**src/lscd_defs.svh**
```systemverilog
// constants for the status pin clock dividers: offsets, fields, codes
// assumes the register port carries 8-bit addresses and 8-bit data
`ifndef LSCD_DEFS_SVH
`define LSCD_DEFS_SVH

// register offsets
`define LSCD_ADDR_CTRL     8'h2d
`define LSCD_ADDR_DIVA     8'h2e
`define LSCD_ADDR_DIVB     8'h2f
`define LSCD_ADDR_SLEW     8'h31
`define LSCD_ADDR_RESTART  8'h40
`define LSCD_ADDR_STATE    8'h41

// reset values
`define LSCD_CTRL_RST      8'h0a
`define LSCD_DIV_RST       8'h00
`define LSCD_SLEW_RST      4'h0

// slew register fields
`define LSCD_SLEW_B_HI     3
`define LSCD_SLEW_B_LO     2
`define LSCD_SLEW_A_HI     1
`define LSCD_SLEW_A_LO     0
`define LSCD_SLEW_W        4
`define LSCD_SLEW_FAST     2'h0
`define LSCD_SLEW_SLOW     2'h2

// source select codes
`define LSCD_MUX_DIVA      2'h0
`define LSCD_MUX_DIVB      2'h1
`define LSCD_MUX_NORM      2'h2
`define LSCD_MUX_OFF       2'h3

// prescale select codes and lengths
`define LSCD_PRE_OFF       2'h0
`define LSCD_PRE_DIV4      2'h1
`define LSCD_PRE_DIV5      2'h2
`define LSCD_PRE_LEN4      3'h4
`define LSCD_PRE_LEN5      3'h5
`define LSCD_PRE_LEN0      3'h0

// ratio code mapping
`define LSCD_CODE_OFF      8'h00
`define LSCD_CODE_SHORT    8'h05
`define LSCD_RATIO_MIN     9'h006
`define LSCD_RATIO_OFF     9'h000

// restart and state register bits
`define LSCD_RST_BIT_A     0
`define LSCD_RST_BIT_B     1
`define LSCD_ST_ACT_A      0
`define LSCD_ST_ACT_B      1
`define LSCD_ST_CLK_A      2
`define LSCD_ST_CLK_B      3
`define LSCD_ST_PRE_A      4
`define LSCD_ST_PRE_B      5

`endif

```
**src/lscd_pkg.sv**
```systemverilog
// types and shared decoders for the status pin clock dividers
// assumes lscd_defs.svh sits in the include path
`include "lscd_defs.svh"

package lscd_pkg;

	// one status pin as driven toward the pad
	typedef struct packed {
		logic level;
		logic drive;
		logic slow;
	} lscd_pin_t;

	// neighbouring control register layout
	typedef struct packed {
		logic [1:0] pre_b;
		logic [1:0] pre_a;
		logic [1:0] mux_b;
		logic [1:0] mux_a;
	} lscd_ctrl_t;

	// ratio code to divide ratio, zero means stopped
	function automatic logic [8:0] lscd_ratio(input logic [7:0] code);
		if (code == `LSCD_CODE_OFF)
			return `LSCD_RATIO_OFF;
		else if (code <= `LSCD_CODE_SHORT)
			return `LSCD_RATIO_MIN;
		else
			return {1'b0, code} + 9'h001;
	endfunction : lscd_ratio

	// prescale select to length, zero means stopped
	function automatic logic [2:0] lscd_prescale(input logic [1:0] sel);
		case (sel)
			`LSCD_PRE_DIV4: return `LSCD_PRE_LEN4;
			`LSCD_PRE_DIV5: return `LSCD_PRE_LEN5;
			default:        return `LSCD_PRE_LEN0;
		endcase
	endfunction : lscd_prescale

endpackage : lscd_pkg

```
**src/lscd_top.sv**
```systemverilog
// status pin clock dividers with prescalers, pin muxes and edge rate
// assumes both pll clocks are far below half of clk_i; they are sampled
// a divider taken off code zero restarts by itself, no software restart needed
//
// Chosen here: the strobed register port.
`timescale 1ns/1ns
`include "lscd_defs.svh"

// What this block does
// RULE1: divider A is an 8-bit programmable divider fed by the first pll prescaler.
// RULE2: divider A maps code 6 to ratio 7 and each higher code N to N+1, up to 256.
// RULE3: codes 1 to 5 on either divider all give ratio 6.
// RULE4: code zero on divider A stops it so it gives no clock.
// RULE5: software restarts a divider after taking it from stopped to running; here a divider restarts by itself once its code leaves zero.
// RULE6: divider B is an 8-bit divider fed by the second pll prescaler.
// RULE7: divider B uses the same code to ratio mapping as divider A.
// RULE8: code zero on divider B stops it and its clock.
// RULE9: bits 3:2 of the slew register set pin B edge rate, 0 fast, 2 slow.
// RULE10: bits 1:0 of the slew register set pin A edge rate, 0 fast, 2 slow.
// RULE11: prescale select 0 stops, 1 divides by 4, 2 by 5, 3 is reserved.
// RULE12: pin source 0 is divider A, 1 divider B, 2 normal status, 3 off.
// RULE13: an enabled divider gives one output period per N input periods.
module lscd_top #(
	// pll synchroniser depth ahead of the edge detector
	parameter int SYNC_STAGES = 2
) (
	// clock and reset
	input  wire logic              clk_i,
	input  wire logic              sys_rst_i,
	// register port
	input  wire logic [7:0]        addr_i,
	input  wire logic [7:0]        wdata_i,
	input  wire logic              wr_i,
	input  wire logic              rd_i,
	output logic      [7:0]        rdata_o,
	// pll clocks, asynchronous to clk_i
	input  wire logic              first_pll_clk_i,
	input  wire logic              second_pll_clk_i,
	// normal status levels from device logic
	input  wire logic              status_a_normal_i,
	input  wire logic              status_b_normal_i,
	// status pins
	output lscd_pkg::lscd_pin_t    status_pin_a_o,
	output lscd_pkg::lscd_pin_t    status_pin_b_o
);

	// register state
	lscd_pkg::lscd_ctrl_t ctrl_reg;
	lscd_pkg::lscd_ctrl_t ctrl_next;
	logic [7:0]           diva_reg;
	logic [7:0]           diva_next;
	logic [7:0]           divb_reg;
	logic [7:0]           divb_next;
	logic [`LSCD_SLEW_W-1:0] slew_reg;
	logic [`LSCD_SLEW_W-1:0] slew_next;
	logic                 rst_a_reg;
	logic                 rst_a_next;
	logic                 rst_b_reg;
	logic                 rst_b_next;
	logic [7:0]           rdata_reg;
	logic [7:0]           rdata_next;

	// synchronisers and edge detect
	logic [SYNC_STAGES:0] sync_a_reg;
	logic [SYNC_STAGES:0] sync_a_next;
	logic [SYNC_STAGES:0] sync_b_reg;
	logic [SYNC_STAGES:0] sync_b_next;
	logic                 edge_a;
	logic                 edge_b;

	// prescalers
	logic [2:0]           pre_a_cnt_reg;
	logic [2:0]           pre_a_cnt_next;
	logic [2:0]           pre_b_cnt_reg;
	logic [2:0]           pre_b_cnt_next;
	logic                 tick_a_reg;
	logic                 tick_a_next;
	logic                 tick_b_reg;
	logic                 tick_b_next;
	logic [2:0]           pre_a_len;
	logic [2:0]           pre_b_len;

	// dividers and pins
	logic                 diva_clk;
	logic                 divb_clk;
	logic                 diva_act;
	logic                 divb_act;
	logic [7:0]           state_word;
	lscd_pkg::lscd_pin_t  pin_a_reg;
	lscd_pkg::lscd_pin_t  pin_a_next;
	lscd_pkg::lscd_pin_t  pin_b_reg;
	lscd_pkg::lscd_pin_t  pin_b_next;

	// register writes and restart pulses
	always_comb begin
		ctrl_next  = ctrl_reg;
		diva_next  = diva_reg;
		divb_next  = divb_reg;
		slew_next  = slew_reg;
		rst_a_next = 1'b0;
		rst_b_next = 1'b0;
		if (wr_i) begin
			case (addr_i)
				`LSCD_ADDR_CTRL:    ctrl_next = wdata_i;
				`LSCD_ADDR_DIVA:    diva_next = wdata_i; // see RULE1
				`LSCD_ADDR_DIVB:    divb_next = wdata_i; // see RULE6
				// reserved codes are stored as written, drive as fast
				`LSCD_ADDR_SLEW:    slew_next = wdata_i[`LSCD_SLEW_W-1:0];
				`LSCD_ADDR_RESTART: begin
					rst_a_next = wdata_i[`LSCD_RST_BIT_A]; // see RULE5
					rst_b_next = wdata_i[`LSCD_RST_BIT_B]; // see RULE5
				end
				default: ;
			endcase
		end
	end

	// live divider and prescaler state; upper bits read zero
	always_comb begin
		state_word                 = 8'h00;
		state_word[`LSCD_ST_ACT_A] = diva_act;
		state_word[`LSCD_ST_ACT_B] = divb_act;
		state_word[`LSCD_ST_CLK_A] = diva_clk;
		state_word[`LSCD_ST_CLK_B] = divb_clk;
		state_word[`LSCD_ST_PRE_A] = (pre_a_len != `LSCD_PRE_LEN0);
		state_word[`LSCD_ST_PRE_B] = (pre_b_len != `LSCD_PRE_LEN0);
	end

	// read data valid the cycle after the strobe only
	always_comb begin
		rdata_next = 8'h00;
		if (rd_i) begin
			case (addr_i)
				`LSCD_ADDR_CTRL:  rdata_next = ctrl_reg;
				`LSCD_ADDR_DIVA:  rdata_next = diva_reg;
				`LSCD_ADDR_DIVB:  rdata_next = divb_reg;
				`LSCD_ADDR_SLEW:  rdata_next = {4'h0, slew_reg};
				`LSCD_ADDR_STATE: rdata_next = state_word;
				// write-only restart and unmapped addresses read zero
				default:          rdata_next = 8'h00;
			endcase
		end
	end

	// restart bits are one-cycle pulses; a held bit would pin a divider
	always_ff @(posedge clk_i or posedge sys_rst_i) begin
		if (sys_rst_i) begin
			ctrl_reg  <= `LSCD_CTRL_RST;
			diva_reg  <= `LSCD_DIV_RST;
			divb_reg  <= `LSCD_DIV_RST;
			slew_reg  <= `LSCD_SLEW_RST;
			rst_a_reg <= 1'b0;
			rst_b_reg <= 1'b0;
		end else begin
			ctrl_reg  <= ctrl_next;
			diva_reg  <= diva_next;
			divb_reg  <= divb_next;
			slew_reg  <= slew_next;
			rst_a_reg <= rst_a_next;
			rst_b_reg <= rst_b_next;
		end
	end

	always_ff @(posedge clk_i or posedge sys_rst_i) begin
		if (sys_rst_i) begin
			rdata_reg <= 8'h00;
		end else begin
			rdata_reg <= rdata_next;
		end
	end

	// sync stages first, last stage only for the edge detector
	always_comb begin
		sync_a_next = {sync_a_reg[SYNC_STAGES-1:0], first_pll_clk_i};
		sync_b_next = {sync_b_reg[SYNC_STAGES-1:0], second_pll_clk_i};
		edge_a      = sync_a_reg[SYNC_STAGES-1]
			& ~sync_a_reg[SYNC_STAGES];
		edge_b      = sync_b_reg[SYNC_STAGES-1]
			& ~sync_b_reg[SYNC_STAGES];
	end

	// reset level matches an idle low pll clock, so no false edge
	always_ff @(posedge clk_i or posedge sys_rst_i) begin
		if (sys_rst_i) begin
			sync_a_reg <= '0;
			sync_b_reg <= '0;
		end else begin
			sync_a_reg <= sync_a_next;
			sync_b_reg <= sync_b_next;
		end
	end

	// prescalers give one tick per 4 or 5 pll edges
	always_comb begin
		pre_a_len      = lscd_pkg::lscd_prescale(ctrl_reg.pre_a); // see RULE11
		pre_b_len      = lscd_pkg::lscd_prescale(ctrl_reg.pre_b); // see RULE11
		pre_a_cnt_next = pre_a_cnt_reg;
		pre_b_cnt_next = pre_b_cnt_reg;
		tick_a_next    = 1'b0;
		tick_b_next    = 1'b0;
		if (pre_a_len == `LSCD_PRE_LEN0) begin
			pre_a_cnt_next = 3'h0;
		end else if (edge_a) begin
			if (pre_a_cnt_reg >= pre_a_len - 3'h1) begin
				pre_a_cnt_next = 3'h0;
				tick_a_next    = 1'b1;
			end else begin
				pre_a_cnt_next = pre_a_cnt_reg + 3'h1;
			end
		end
		if (pre_b_len == `LSCD_PRE_LEN0) begin
			pre_b_cnt_next = 3'h0;
		end else if (edge_b) begin
			if (pre_b_cnt_reg >= pre_b_len - 3'h1) begin
				pre_b_cnt_next = 3'h0;
				tick_b_next    = 1'b1;
			end else begin
				pre_b_cnt_next = pre_b_cnt_reg + 3'h1;
			end
		end
	end

	// tick registered so each divider sees a clean one-cycle pulse
	always_ff @(posedge clk_i or posedge sys_rst_i) begin
		if (sys_rst_i) begin
			pre_a_cnt_reg <= 3'h0;
			pre_b_cnt_reg <= 3'h0;
			tick_a_reg    <= 1'b0;
			tick_b_reg    <= 1'b0;
		end else begin
			pre_a_cnt_reg <= pre_a_cnt_next;
			pre_b_cnt_reg <= pre_b_cnt_next;
			tick_a_reg    <= tick_a_next;
			tick_b_reg    <= tick_b_next;
		end
	end

	// divider A on the first pll prescaler, see RULE1 RULE2 RULE3 RULE4
	lscd_divider i_lscd_divider_a (
		.clk_i     (clk_i),
		.sys_rst_i (sys_rst_i),
		.code_i    (diva_reg),
		.restart_i (rst_a_reg),
		.tick_i    (tick_a_reg),
		.clk_o     (diva_clk),
		.active_o  (diva_act)
	); // see RULE13

	// divider B on the second pll prescaler, see RULE6 RULE7 RULE8
	lscd_divider i_lscd_divider_b (
		.clk_i     (clk_i),
		.sys_rst_i (sys_rst_i),
		.code_i    (divb_reg),
		.restart_i (rst_b_reg),
		.tick_i    (tick_b_reg),
		.clk_o     (divb_clk),
		.active_o  (divb_act)
	); // see RULE13

	// one pin from its source code, edge rate field and candidates
	function automatic lscd_pkg::lscd_pin_t lscd_pin_pick(
		input logic [1:0] src,
		input logic [1:0] rate,
		input logic       normal,
		input logic       clk_a,
		input logic       clk_b
	);
		lscd_pkg::lscd_pin_t pin;
		pin       = '0;
		pin.drive = 1'b1;
		case (src) // see RULE12
			`LSCD_MUX_DIVA: pin.level = clk_a;
			`LSCD_MUX_DIVB: pin.level = clk_b;
			`LSCD_MUX_NORM: pin.level = normal;
			// source off releases the pad and parks the level low
			default:        pin.drive = 1'b0;
		endcase
		// reserved rate codes fall back to fast edges
		pin.slow = (rate == `LSCD_SLEW_SLOW); // see RULE9 RULE10
		return pin;
	endfunction : lscd_pin_pick

	// pin source select and edge rate
	always_comb begin
		pin_a_next = lscd_pin_pick(ctrl_reg.mux_a,
			slew_reg[`LSCD_SLEW_A_HI:`LSCD_SLEW_A_LO],
			status_a_normal_i, diva_clk, divb_clk); // see RULE10
		pin_b_next = lscd_pin_pick(ctrl_reg.mux_b,
			slew_reg[`LSCD_SLEW_B_HI:`LSCD_SLEW_B_LO],
			status_b_normal_i, diva_clk, divb_clk); // see RULE9
	end

	// pins released and low through reset, one cycle behind dividers
	always_ff @(posedge clk_i or posedge sys_rst_i) begin
		if (sys_rst_i) begin
			pin_a_reg <= '0;
			pin_b_reg <= '0;
		end else begin
			pin_a_reg <= pin_a_next;
			pin_b_reg <= pin_b_next;
		end
	end

	assign rdata_o        = rdata_reg;
	assign status_pin_a_o = pin_a_reg;
	assign status_pin_b_o = pin_b_reg;

endmodule : lscd_top

```
**src/lscd_divider.sv**
```systemverilog
// one programmable status divider counting input ticks
// assumes tick_i is a one-cycle pulse per input clock period
`timescale 1ns/1ns
`include "lscd_defs.svh"

module lscd_divider (
	// clock and reset
	input  wire logic       clk_i,
	input  wire logic       sys_rst_i,
	// control
	input  wire logic [7:0] code_i,
	input  wire logic       restart_i,
	input  wire logic       tick_i,
	// result
	output logic            clk_o,
	output logic            active_o
);

	logic [8:0] cnt_reg;
	logic [8:0] cnt_next;
	logic [8:0] ratio_reg;
	logic [8:0] ratio_next;
	logic       out_reg;
	logic       out_next;
	logic [8:0] ratio_now;

	always_comb begin
		ratio_now  = lscd_pkg::lscd_ratio(code_i);
		cnt_next   = cnt_reg;
		ratio_next = ratio_reg;
		out_next   = out_reg;
		if (ratio_now == `LSCD_RATIO_OFF) begin
			// code zero stops the output low at once
			cnt_next   = `LSCD_RATIO_OFF;
			ratio_next = `LSCD_RATIO_OFF;
			out_next   = 1'b0;
		end else if (restart_i || ratio_reg == `LSCD_RATIO_OFF) begin
			cnt_next   = `LSCD_RATIO_OFF;
			ratio_next = ratio_now;
			out_next   = 1'b1;
		end else if (tick_i) begin
			if (cnt_reg == ratio_reg - 9'h001) begin
				// new ratio only at a period edge, no runt pulse
				cnt_next   = `LSCD_RATIO_OFF;
				ratio_next = ratio_now;
				out_next   = 1'b1;
			end else begin
				cnt_next = cnt_reg + 9'h001;
				out_next = (cnt_next < (ratio_reg >> 1));
			end
		end
	end

	always_ff @(posedge clk_i or posedge sys_rst_i) begin
		if (sys_rst_i) begin
			cnt_reg   <= `LSCD_RATIO_OFF;
			ratio_reg <= `LSCD_RATIO_OFF;
			out_reg   <= 1'b0;
		end else begin
			cnt_reg   <= cnt_next;
			ratio_reg <= ratio_next;
			out_reg   <= out_next;
		end
	end

	assign clk_o    = out_reg;
	assign active_o = (ratio_reg != `LSCD_RATIO_OFF);

endmodule : lscd_divider

```
**config.mk**
```make
export PLATFORM = sky130hd
export DESIGN_NAME = lscd_top
export DESIGN_NICKNAME = d
export VERILOG_FILES = /design/src/lscd_pkg.sv /design/src/lscd_top.sv /design/src/lscd_divider.sv
export VERILOG_INCLUDE_DIRS = /design/src
export SDC_FILE = /design/constraint.sdc
export NUM_CORES = 1
export LEC_CHECK = 0
export BUFFER_PORTS_ARGS = -buffer_cell sky130_fd_sc_hd__buf_2
export CORE_MARGIN = 1.5
export CORE_UTILIZATION = 45
export DETAILED_ROUTE_END_ITERATION = 16
export SYNTH_ARGS = -nofsm -noshare
export SYNTH_HDL_FRONTEND = slang
export SYNTH_SLANG_ARGS = --single-unit
export TNS_END_PERCENT = 50
```
**constraint.sdc**
```tcl
create_clock -name clk_i -period 10.3 [get_ports clk_i]
set_clock_uncertainty 0.15 [all_clocks]
set_input_delay 3.09 -clock clk_i [delete_from_list [all_inputs] [get_ports clk_i]]
set_output_delay 3.09 -clock clk_i [all_outputs]
set_load 0.02 [all_outputs]
```
==> out/results.txt <==
slowest CP cell: nand4b_1
synth unique cells: 67
max incr delay on CP: 0.44 ns
most frequent cells in the layout: dfrtp_1, nand2_1, inv_1
Worst IR Drop VDD: 0.0955 mV
Skew-Pair Late Insertion Delay: 0.35 ns
CTS tree: built
crit-path cells: buf_2 -> nor3b_1 -> and4b_1 -> nand4b_1 -> mux2_2
H-tree depth: 3
CP top delay family: simple AND/OR/NAND/NOR gates
clock-pin slew on the worst setup and hold paths: 0.07 ns
CTS Buf Count: 9
Die Wd: 121 um
fraction of registers with async set/reset: 1.00
PwrDens: 176 nW/um^2
syn nets: 734
Hold Crit Class: flop to flop
Slew @ Worst Pin: 1.24 ns
post-route minimum period: 4.61 ns
PortBufs: 37
Core Area: 13500 sq um
All-Layer GR Usage: 0.218
CTS resizes: 0
gpl congestion: 0.960
Final nets: 747
Pleak: 3.02 nW
register area share after synthesis: 0.383
Setup Fix Bufs, Post-CTS: 0
RSZ-0062 raised after global routing: false
Flop pwr share: 0.368
routed via count: 5076
crit path kind: input port to flop
EDFF count, synth: 0
post-route cell area: 6850 sq um
slew margin rel.: 0.172
Initial Util: 0.467
Main synth FF type: dfrtp_1
Worst EP arrival: 4.69 ns
Num Clock Sinks: 96
Power Internal: 0.762 mW
final max-slew violation count: 0
largest net degree at the start of global routing: 89
flops & latches, synth: 96
Die Area: 14700 sq um
Clk pwr share: 0.288
placed cell area: 6540 sq um
Routed WL per cell: 17.2 um
Final Hold Fails: 0
Sw Ratio: 0.369
IO Pins: 38
hold_buf cts: 0
HPWL Detailed: 10.9 mm
global-route wire length before repair: 25.1 mm
Synth Area per Inst: 9.34 sq um
fraction of layout cells with a size suffix above 1: 0.139
Critical Path Fanout Max: 10
clock buffer depth: 2
period utilization: 0.447
setup TNS: 0 ns
Final setup viols: 0
Startpoint Class: input port
ANT cells: 0
Area Growth Syn to Fin: 9.09%
Max-Cap Viols: 0
Max Freq: 217 MHz
status: finished, final reports clean
number of global-route vias before repair: 4982
drt drc: 0
final wirelength: 14.9 mm
Cells after Synth: 672
initial antenna violation count: 0
Post-Syn Area: 6280 sq um
via/cell ratio: 5.86
drt first-iter violations: 353
CP endpoint kind: flop
Die Span Y: 121 um
Overflow after GRT: 0
most common cell after layout, fill and taps aside: dfrtp_1
combinational share of power: 0.344
antenna viol nets, final: 0
number of synthesis warnings: 0
worst path required time: 10.39 ns
DRT Pass-1 Iters: 5
CP bufs+invs: 1
Site Rows: 42
Root Buffer: clkbuf_16
P_sw: 0.445 mW
==> path summary, 6_finish.rpt <==
path / cells past startpoint / startpoint / end / slack (ns)
min reg2reg: 0 / sync_a_reg[0] / sync_a_reg[1] / 0.20
max reg2reg: 8 / i_lscd_divider_b.ratio_reg[0] / i_lscd_divider_b.ratio_reg[3] / 6.87
min in group asynchronous: 2 / sys_rst_i / i_lscd_divider_a.cnt_reg[2] / 2.46
min: 0 / sync_a_reg[0] / sync_a_reg[1] / 0.20
max in group asynchronous: 3 / sys_rst_i / sync_b_reg[1] / 6.23
max: 5 / addr_i[7] / ctrl_reg[6] / 5.69
==> power groups by stage <==
stage / Sequential (mW) / Clock, mW / Combinational, mW
floorplan: 0.436 / 0 / 0.331
finish: 0.444 / 0.347 / 0.415
detailed placement: 0.451 / 0 / 0.415
CTS: 0.444 / 0.358 / 0.418
global route: 0.449 / 0.374 / 0.457
global placement: 0.451 / 0 / 0.402
==> metal layers <==
metal | track usage | part of all wire
met1 | 0.306 | 0.48
met2 | 0.343 | 0.46
met3 | 0.0320 | 0.043
met4 | 0.0765 | 0.015
met5 | 0 | 0
==> stage by stage <==
| step | util | instances | hold slack [ns] | setup WS [ns] | power [mW] |
|---|---|---|---|---|---|
| floorplan | - | 672 | 0.181 | 4.56 | 0.767 |
| global placement | 0.486 | 850 | 0.184 | 5.46 | 0.853 |
| detailed placement | 0.486 | 850 | 0.187 | 5.35 | 0.867 |
| CTS | 0.509 | 866 | 0.202 | 5.73 | 1.22 |
| global route | 0.509 | 866 | 0.213 | 5.56 | 1.28 |
| finish | 0.509 | 866 | 0.200 | 5.69 | 1.21 |
==> synth_stat cells, drive strengths merged (12+ instances only) <==
cell / n / area share
dfrtp: 94 / 0.37
xnor2: 28 / 0.039
and3: 17 / 0.017
inv: 47 / 0.028
mux2: 26 / 0.048
a21oi: 25 / 0.020
xor2: 18 / 0.025
ha: 38 / 0.076
nand2: 63 / 0.038
mux2i: 20 / 0.032
o21ai: 25 / 0.020
o2111ai: 18 / 0.025
nor3: 14 / 0.011
o211ai: 12 / 0.014
clkbuf: 30 / 0.018
nor2: 39 / 0.023
nand3: 19 / 0.015
==> cell type report <==
type | count | area (sq um)
fillers | 1259 | 6600
well taps | 176 | 220
inverters | 47 | 179
clock inverters | 6 | 68.8
multi-input cells | 490 | 3520
flip-flops and latches | 96 | 2400
clock buffers | 10 | 239
repair buffers | 41 | 215
==> logic make-up after synthesis <==
kind of cell,after synthesis,share of synthesized area
AOI/OAI and AO/OA,148,0.170
xor gates and xnor gates,46,0.0642
adders and majority gates,38,0.0757
buffers and inverters,86,0.0560
DFF,96,0.383
muxes,46,0.0797
and+or+nand+nor,212,0.171
Note: power is estimated with default switching activity, not from simulation.
